[src/ppom_pkg.sv]
// Package for the port A pin override mux: constants and carrier structs
package ppom_pkg;

  // Port geometry
  localparam int PPOM_NPINS = 8;

  // Register offsets on the plain register port
  localparam logic [3:0] PPOM_OFF_OUT_VALUE = 4'h0;
  localparam logic [3:0] PPOM_OFF_DIRECTION = 4'h1;
  localparam logic [3:0] PPOM_OFF_PULLUP = 4'h2;
  localparam logic [3:0] PPOM_OFF_INPUT = 4'h3;

  // Reset values
  localparam logic [7:0] PPOM_RST_OUT_VALUE = 8'h00;
  localparam logic [7:0] PPOM_RST_DIRECTION = 8'h00;
  localparam logic [7:0] PPOM_RST_PULLUP = 8'h00;

  // Fixed pin positions of the port A alternate functions
  localparam int PPOM_PIN_TIMER0_CLK = 4;
  localparam int PPOM_PIN_TIMER0_MATCH_B = 5;
  localparam int PPOM_PIN_CMP_POS = 1;
  localparam int PPOM_PIN_CMP_NEG = 2;

  // Override bundle supplied by a peripheral for one pin
  typedef struct packed {
    logic pullup_override_en;
    logic pullup_override_val;
    logic dir_override_en;
    logic dir_override_val;
    logic value_override_en;
    logic value_override_val;
    logic toggle_override_en;
    logic input_en_override_en;
    logic input_en_override_val;
  } ppom_ovr_t;

  // Pad control for one pin
  typedef struct packed {
    logic pullup_en;
    logic drive_en;
    logic drive_val;
    logic input_en;
  } ppom_pad_t;

  // Register port request
  typedef struct packed {
    logic [3:0] addr;
    logic [7:0] wdata;
    logic wr;
    logic rd;
  } ppom_bus_t;

endpackage : ppom_pkg

[src/ppom_pin_mux.sv]
// One pin's override selection between register bits and a peripheral
`timescale 1ns/100ps
module ppom_pin_mux (
  // Register bits of this pin
  input wire logic pin_pullup_bit_i,
  input wire logic pin_direction_bit_i,
  input wire logic pin_out_value_bit_i,
  // Shared state
  input wire logic rst_i,
  input wire logic sleep_clamp_i,
  // Peripheral overrides of this pin
  input wire ppom_pkg::ppom_ovr_t ovr_i,
  // Resulting pad control
  output ppom_pkg::ppom_pad_t pad_o
);
  import ppom_pkg::*;

  wire logic pullup_sel;
  wire logic drive_sel;
  wire logic input_sel;

  // Pull-up: override value or register bit, forced off in reset
  assign pullup_sel = ovr_i.pullup_override_en
                    ? ovr_i.pullup_override_val // RQ2
                    : pin_pullup_bit_i; // RQ1
  assign pad_o.pullup_en = pullup_sel & ~rst_i; // RQ15

  // Driver enable: override value or direction bit, tri-state in reset
  assign drive_sel = ovr_i.dir_override_en ? ovr_i.dir_override_val // RQ4
                   : pin_direction_bit_i; // RQ3 RQ20
  assign pad_o.drive_en = drive_sel & ~rst_i; // RQ21

  // Driven value: peripheral value or output data bit
  assign pad_o.drive_val = ovr_i.value_override_en
                         ? ovr_i.value_override_val // RQ5
                         : pin_out_value_bit_i; // RQ6 RQ20

  // Digital input enable: override or sleep clamp state
  assign input_sel = ovr_i.input_en_override_en
                   ? ovr_i.input_en_override_val // RQ9
                   : ~sleep_clamp_i; // RQ8
  assign pad_o.input_en = input_sel; // RQ22

endmodule : ppom_pin_mux

[src/ppom_port_a.sv]
// Port A pin override mux with its output, direction and pull-up registers
//
// Function
// RQ1: Pull-up follows register bit without override.
// RQ2: Pull-up follows override value when overridden.
// RQ3: Driver enable follows direction bit normally.
// RQ4: Driver enable follows direction override value.
// RQ5: Value override replaces output data bit.
// RQ6: Without value override, drive data bit.
// RQ7: Toggle override inverts output data bit.
// RQ8: Input enable follows sleep state normally.
// RQ9: Input enable follows override value when overridden.
// RQ10: Peripheral input tapped before the synchroniser.
// RQ11: Peripherals synchronise that input unless clock.
// RQ12: Analog path connects straight to the pad.
// RQ13: Overrides come from the owning peripheral.
// RQ14: Strobes shared per port, overrides per pin.
// RQ15: Pull-ups off while reset is active.
// RQ16: Pin n is change source and channel.
// RQ17: Pin 4 gives timer 0 external clock.
// RQ18: Pin 5 carries timer 0 match B.
// RQ19: Pins 1 and 2 feed comparator inputs.
// RQ20: Direction one drives data, zero is input.
// RQ21: Pins tri-state as soon as reset asserts.
// RQ22: Override selection is purely combinational.
// RQ23: Pins without function tie overrides low.
//
// Added by the designer: the address map and strobed register access.
`timescale 1ns/100ps
module ppom_port_a (
  // Clock, reset, clock enable
  input wire logic core_clk_i,
  input wire logic rst_i,
  input wire logic clk_en_i,
  // Register port
  input wire ppom_pkg::ppom_bus_t bus_i,
  output logic [7:0] rdata_o,
  // Sleep clamp shared across ports
  input wire logic sleep_clamp_i,
  // Pad level after the input Schmitt trigger
  input wire logic [7:0] pad_in_i,
  // Pad control outputs
  output logic [7:0] pad_pullup_en_o,
  output logic [7:0] pad_drive_en_o,
  output logic [7:0] pad_drive_val_o,
  output logic [7:0] pad_input_en_o,
  // Timer 0 match B override from the timer
  input wire logic timer0_match_b_en_i,
  input wire logic timer0_match_b_out_i,
  // Pin-change source enables (per pin) and group enable
  input wire logic [7:0] pin_change_mask_i,
  input wire logic pin_change_group_en_i,
  // Converter digital input disable per channel
  input wire logic [7:0] converter_din_off_i,
  // Digital inputs to peripherals
  output logic [7:0] pin_change_src_o,
  output logic timer0_ext_clock_in_o,
  // Analog pad paths to peripherals
  output logic [7:0] converter_channel_in_o,
  output logic comparator_pos_in_o,
  output logic comparator_neg_in_o
);
  import ppom_pkg::*;

  // Register state
  logic [7:0] out_value_q;
  logic [7:0] out_value_d;
  logic [7:0] direction_q;
  logic [7:0] direction_d;
  logic [7:0] pullup_q;
  logic [7:0] pullup_d;
  logic [7:0] sync1_q;
  logic [7:0] pin_input_bit_q;
  logic [7:0] rdata_q;
  logic [7:0] rdata_d;

  // Per-pin override bundles and pad results
  ppom_ovr_t ovr [PPOM_NPINS];
  ppom_pad_t pad [PPOM_NPINS];
  wire logic [7:0] toggle_ovr;
  wire logic [7:0] periph_digital_in;

  // Address decode, strobes shared by all pins of the port
  wire logic wr_out = bus_i.wr & (bus_i.addr == PPOM_OFF_OUT_VALUE); // RQ14
  wire logic wr_dir = bus_i.wr & (bus_i.addr == PPOM_OFF_DIRECTION);
  wire logic wr_pu = bus_i.wr & (bus_i.addr == PPOM_OFF_PULLUP);
  wire logic wr_tgl = bus_i.wr & (bus_i.addr == PPOM_OFF_INPUT);

  // Toggle requests from peripherals, one per pin
  genvar g;
  generate
    for (g = 0; g < PPOM_NPINS; g++) begin : g_tgl
      assign toggle_ovr[g] = ovr[g].toggle_override_en;
    end
  endgenerate

  // Next register values; a peripheral toggle inverts the data bit
  assign out_value_d = (wr_out ? bus_i.wdata : out_value_q)
                     ^ (wr_tgl ? bus_i.wdata : 8'h00)
                     ^ toggle_ovr; // RQ7
  assign direction_d = wr_dir ? bus_i.wdata : direction_q;
  assign pullup_d = wr_pu ? bus_i.wdata : pullup_q;

  // Read mux; unmapped offsets read zero
  assign rdata_d =
    (bus_i.addr == PPOM_OFF_OUT_VALUE) ? out_value_q :
    (bus_i.addr == PPOM_OFF_DIRECTION) ? direction_q :
    (bus_i.addr == PPOM_OFF_PULLUP) ? pullup_q :
    (bus_i.addr == PPOM_OFF_INPUT) ? pin_input_bit_q : 8'h00;

  // Port registers
  always_ff @(posedge core_clk_i) begin
    if (rst_i) begin
      out_value_q <= PPOM_RST_OUT_VALUE;
      direction_q <= PPOM_RST_DIRECTION;
      pullup_q <= PPOM_RST_PULLUP;
    end else if (clk_en_i) begin
      out_value_q <= out_value_d;
      direction_q <= direction_d;
      pullup_q <= pullup_d;
    end
  end

  // Port read synchroniser, two flops on the gated digital input
  always_ff @(posedge core_clk_i) begin
    if (rst_i) begin
      sync1_q <= 8'h00;
      pin_input_bit_q <= 8'h00;
    end else if (clk_en_i) begin
      sync1_q <= periph_digital_in;
      pin_input_bit_q <= sync1_q;
    end
  end

  // Read data register, valid the cycle after the read strobe
  always_ff @(posedge core_clk_i) begin
    if (rst_i) begin
      rdata_q <= 8'h00;
    end else if (clk_en_i) begin
      rdata_q <= bus_i.rd ? rdata_d : 8'h00;
    end
  end
  assign rdata_o = rdata_q;

  // Override sources per pin: pin-change and converter input enables, timer 0 match B value on pin 5
  generate
    for (g = 0; g < PPOM_NPINS; g++) begin : g_pin
      wire logic pc_on = pin_change_mask_i[g] & pin_change_group_en_i;
      always_comb begin
        ovr[g] = '0; // RQ23
        ovr[g].input_en_override_en = pc_on | converter_din_off_i[g];
        ovr[g].input_en_override_val = pc_on;
        if (g == PPOM_PIN_TIMER0_MATCH_B) begin
          ovr[g].value_override_en = timer0_match_b_en_i; // RQ18
          ovr[g].value_override_val = timer0_match_b_out_i; // RQ18
        end
      end

      ppom_pin_mux u_mux (
        .pin_pullup_bit_i(pullup_q[g]),
        .pin_direction_bit_i(direction_q[g]),
        .pin_out_value_bit_i(out_value_q[g]),
        .rst_i(rst_i),
        .sleep_clamp_i(sleep_clamp_i),
        .ovr_i(ovr[g]), // RQ14
        .pad_o(pad[g])
      );

      // Pad control outputs, combinational from the mux
      assign pad_pullup_en_o[g] = pad[g].pullup_en;
      assign pad_drive_en_o[g] = pad[g].drive_en;
      assign pad_drive_val_o[g] = pad[g].drive_val;
      assign pad_input_en_o[g] = pad[g].input_en;

      // Digital input after the Schmitt trigger, clamped when disabled
      assign periph_digital_in[g] = pad_in_i[g] & pad[g].input_en; // RQ10
      assign pin_change_src_o[g] = periph_digital_in[g]; // RQ16 RQ11
      assign converter_channel_in_o[g] = pad_in_i[g]; // RQ12 RQ16
    end
  endgenerate

  // Fixed alternate function taps
  assign timer0_ext_clock_in_o =
    periph_digital_in[PPOM_PIN_TIMER0_CLK]; // RQ17
  assign comparator_pos_in_o = pad_in_i[PPOM_PIN_CMP_POS]; // RQ19
  assign comparator_neg_in_o = pad_in_i[PPOM_PIN_CMP_NEG]; // RQ19

endmodule : ppom_port_a

[config.mk]
export PLATFORM = sky130hd
export DESIGN_NAME = ppom_port_a
export DESIGN_NICKNAME = d
export VERILOG_FILES = /design/src/ppom_pkg.sv /design/src/ppom_pin_mux.sv /design/src/ppom_port_a.sv
export SDC_FILE = /design/constraint.sdc
export NUM_CORES = 1
export LEC_CHECK = 0
export BUFFER_PORTS_ARGS = -buffer_cell sky130_fd_sc_hd__buf_2
export CORE_UTILIZATION = 53
export CTS_CLUSTER_SIZE = 16
export DETAILED_ROUTE_END_ITERATION = 8
export PLACE_DENSITY = 0.86
export SLEW_MARGIN = 20
export SYNTH_ARGS = -nofsm -noshare
export SYNTH_HDL_FRONTEND = slang
export SYNTH_SLANG_ARGS = --single-unit
[constraint.sdc]
create_clock -name core_clk_i -period 2 [get_ports core_clk_i]
set_input_delay 0.4 -clock core_clk_i [delete_from_list [all_inputs] [get_ports core_clk_i]]
set_output_delay 0.4 -clock core_clk_i [all_outputs]
set_load 0.01 [all_outputs]
; Word-level counts from Yosys, hierarchy flattened
; Index checks and enable logic that the tools add are counted.
[totals]
input_bits = 45
reg_bits = 48
[classes]
n_reduce_logical = 3
eq_ne = 3
bitwise = 47
mux = 16
[op_table]
columns = cell, n
row1 = 8-bit two-way mux, 7
row2 = 1-bit bitwise AND, 36
row3 = 1-bit two-way mux, 9
row4 = 4-bit by 2-bit equality test with 1-bit output (second input constant), 2
row5 = 1-bit OR, 8
row6 = 8-bit bitwise XOR, 1
row7 = 4-bit by 1-bit equality test with 1-bit output (second input constant), 1
row8 = 4-bit logical NOT, 1
row9 = 2-bit AND reduction, 2
row10 = 1-bit inverter, 2

; Logic depth before layout (Yosys ltp)
[logic_depth]
word_depth = 6
depth_mapped = 6
mapped_depth_nobuf = 3

; By module
; A second synthesis with hierarchy kept.
[unflattened]
cells_unflattened = 348
hier_area_um2 = 2981.6
[by_module_without_submodules]
columns = mod, instances, cells_each, area_each_um2
row1 = ppom_port_a, 1, 284, 2511.2
row2 = ppom_pin_mux, 8, 8, 58.8

; Least setup slack after synthesis
; OpenSTA, ideal clock, no wires.
[synth_timing]
kind = input-to-output
startpoint = input port pin_change_group_en_i
endpoint = output port pin_change_src_o[4]
n_path_buf = 2
slack_ns = 0.471
required_time_ns = 1.600
arrival_ns = 1.129
stages = 4
cell_sequence = clkbuf_1 > o2bb2ai_1 > and2_1 > buf_4
[synth_via]
elab_chain_cells = 4
[synth_rtl]
columns = element, line
row1 = start: declaration, ppom_port_a.sv:52  ; input wire logic pin_change_group_en_i,
row2 = 1-bit bitwise AND *, ppom_port_a.sv:148  ; wire logic pc_on = pin_change_mask_i[g] & pin_change_group_en_i;
row3 = 1-bit OR, ppom_port_a.sv:151  ; ovr[g].input_en_override_en = pc_on | converter_din_off_i[g];
row4 = 1-bit two-way mux *, ppom_pin_mux.sv:40  ; ? ovr_i.input_en_override_val
row5 = net g_pin[4].u_mux.input_sel, ppom_pin_mux.sv:20  ; wire logic input_sel;
row6 = 1-bit bitwise AND *, ppom_port_a.sv:176  ; assign periph_digital_in[g] = pad_in_i[g] & pad[g].input_en;
row7 = end: declaration, ppom_port_a.sv:56  ; output logic [7:0] pin_change_src_o,
; The timed path passes the listed nets; every way through them passes the cells marked *.

; Final worst setup path
[layout_timing]
startpoint = input port rst_i
endpoint = output port pad_drive_en_o[6]
[layout_via]
elab_chain_cells = 2
[layout_rtl]
columns = element, line
row1 = start: declaration, ppom_port_a.sv:33  ; input wire logic rst_i,
row2 = 1-bit inverter, ppom_pin_mux.sv:31  ; assign pad_o.drive_en = drive_sel & ~rst_i;
row3 = 1-bit bitwise AND, ppom_pin_mux.sv:31
row4 = end: declaration, ppom_port_a.sv:44  ; output logic [7:0] pad_drive_en_o,
; No other way between the ends.

==> impl_metrics.py <==
metrics = {
    "critical_path": {
        "r2r-end": "rdata_o[6]",
        "rr_startpoint": "out_value_q[6]",
        "worst_ep_required_time_ns": 1.60,
        "crit_path_top_delay_cell": "buf_2",
        "crit_path_start_kind": "input port",
        "path_max_fanout": 37,
        "r2r_cells": 3,
        "path_common_cell": "buf_2",
        "crit_chain": "buf_2 -> nor2b_1 -> buf_2",
        "crit_path_end_kind": "output port",
        "regToRegSetupSlack_ns": 0.93,
        "arrival_ns": 1.23,
        "criticalPathCategory": "input port to output port",
        "cpPeakStageDelay_ns": 0.51,
    },
    "sta": {
        "tns_ns": 0,
        "fin_crit_sh": 0.8174,
        "min_period_ns": 1.635,
        "rsz0062_at_grt": "false",
        "fmax_mhz": 611.7,
        "slew-limit-headroom": 0.5528,
        "final_max_slew_viol_count": 0,
        "setup_viol": 0,
        "tightest_slew_ns": 0.6652,
        "hold_slack_ns": 0.3723,
        "hold_viol_final": 0,
        "clock_skew_ns": 0.002701,
        "postLayoutSetupSlackWorst_ns": 0.3653,
    },
    "global_route": {
        "grtUsageTotal": 0.2490,
        "grt_max_degree": 38,
        "antenna_found_initial": 0,
        "grt_overflow": 0,
        "grt_pass1_wl_um": 10440,
        "grt_pass1_vias": 2282,
    },
    "routing": {
        "drt_iter0_drc": 193,
        "via_count": 2588,
        "routed_wl_um": 6739,
        "drc": 0,
        "ant_nets": 0,
        "wl_per_cell_um": 14.81,
        "vias_per_cell": 5.688,
        "first_pass_iters": 5,
    },
    "die": {
        "num_rows": 25,
        "die_h_um": 73.66,
        "die-area_mm2": 0.005425,
        "start_util": 0.5649,
        "ios": 104,
        "core_mm2": 0.004817,
        "die_w_um": 73.66,
    },
    "power": {
        "pwr_density_cell_mw_per_mm2": 659.3,
        "ir_drop_v": 0.0002703,
        "power_mw": 2.115,
        "leakagePower_nw": 1.386,
    },
    "layout": {
        "layout_common_cells": "103 x buf_2, 48 x dfxtp_1, 32 x nand3_1, 32 x a21oi_1, 24 x mux2i_1",
        "drive_above_1_share": 0.3351,
        "final_nets": 433,
        "layout_commonest_cell": "buf_2",
        "final_cells": 455,
        "diodes": 0,
        "syn2layout_area_growth_pct": 17.89,
    },
    "clock_network": {
        "clk_latency_ns": 0.30,
        "clk_pin_slew_worst_paths_ns": 0.09,
        "cts_buffers": 5,
        "cts.sinks": 48,
        "cts_tree": "yes",
        "holdBufCountCts": 0,
        "cts.path.max_buffers": 2,
        "ctsRootBufferMaster": "clkbuf_8",
        "cts-resized-gates": 0,
        "cts_setup_buffers": 0,
        "cts.htree.levels": 2,
    },
    "worst_hold_path": {
        "min_path_cells": 3,
        "hold_class": "input port to flip-flop",
        "min_from": "pad_in_i[6]",
        "hold_path_end": "sync1_q[6]",
    },
    "place": {
        "place.gp.congestion": 0.8475,
        "pre_cts_ws_ns": 0.2279,
        "portBuffers": 103,
        "dpl.hpwl_um": 4925,
        "dpl.cell_count": 448,
    },
    "synthesis": {
        "synth_fp_nets": 365,
        "synth_cells": 320,
        "yosysUniqueCellTypes": 27,
        "synth_warnings": 0,
        "synth_seq_area_share": 0.3531,
        "avgSynthCellArea_um2": 8.504,
        "ys_ff_latch": 48,
        "syn-cell-area_mm2": 0.002721,
    },
    "outcome": {
        "outcome": "finished clean",
    },
    "job": {
        "max_cap_viol_count": 0,
    },
}
-- flip-flops by register name, summed over array words and instances (netlist names) --
signal,count
sync1_q,8
direction_q,8
out_value_q,8
pullup_q,8
rdata_o,8
pin_input_bit_q,8
-- how the worst max path moves through the flow --
stage               slack (ns)                   from  cells after the start             endpoint
floorplan                 0.47  pin_change_group_en_i                      4  pin_change_src_o[4]
global placement          0.26              bus_i[11]                      4           rdata_o[6]
detailed placement        0.23              bus_i[11]                      4           rdata_o[6]
CTS                       0.37                  rst_i                      3    pad_drive_en_o[6]
global route              0.31                  rst_i                      3   pad_pullup_en_o[5]
finish                    0.37                  rst_i                      3    pad_drive_en_o[6]
-- cell families after synthesis --
kind of cell,synth area share
AOI/OAI and AO/OA,0.2372
and+or+nand+nor,0.1982
DFF,0.3531
muxes,0.09241
buffers and inverters,0.1191
-- worst max-delay path, delay by kind of cell --
family / cells / cell delay [ns]
AND/OR/NAND/NOR: 1 / 0.14
buffers and inverters: 2 / 0.68
-- per-stage QoR --
step,util,area [µm²]
global placement,0.6392,3079
finish,0.6660,3208
floorplan,-,2721
CTS,0.6660,3208
detailed placement,0.6392,3079
global route,0.6660,3208
-- routing by layer --
layer / vias to the layer above / GRT usage / share of wire
met5: - / 0 / 0
li1: 1266 / - / -
met4: 0 / 0.06838 / 0.0092
met1: 1219 / 0.3131 / 0.44
met3: 6 / 0.05350 / 0.059
met2: 97 / 0.4292 / 0.49
-- cell type report --
type                            count  area [µm²]
Fill cell                         424        1609
Multi-Input combinational cell    219        1436
Timing Repair Buffer              114       598.1
Tap cell                           67       83.83
Clock inverter                      2       60.06
Clock buffer                        5       68.82
Sequential cell                    48       960.9
-- where the power goes --
group	total (mW)	internal (mW)	switching, mW
logic	0.318	0.133	0.185
registers	0.980	0.970	0.0101
clock network	0.817	0.492	0.325
total	2.11	1.60	0.520
-- Yosys cell counts --
library cell,count,area (µm²)
dfxtp_1,48,960.9
a21oi_1,32,160.2
nand3_1,32,160.2
buf_4,30,225.2
mux2i_1,24,240.2
nor2b_1,18,112.6
nor2_1,17,63.81
o21ai_0,16,80.08
clkbuf_1,11,41.29
buf_2,10,50.05
nand2b_1,10,62.56
a211o_1,8,70.07
a22o_1,8,70.07
a22oi_1,8,60.06
and2_1,8,50.05
nor3_1,8,40.04
o22ai_1,8,50.05
o2bb2ai_1,8,70.07
a211oi_2,5,62.56
a211oi_1,3,22.52
buf_1,2,7.510
and4bb_2,1,12.51
mux2_2,1,11.26
nand2_1,1,3.750
nand4bb_1,1,11.26
nor3_2,1,10.01
nor4_2,1,12.51
Note: power is estimated with default switching activity, not from simulation.
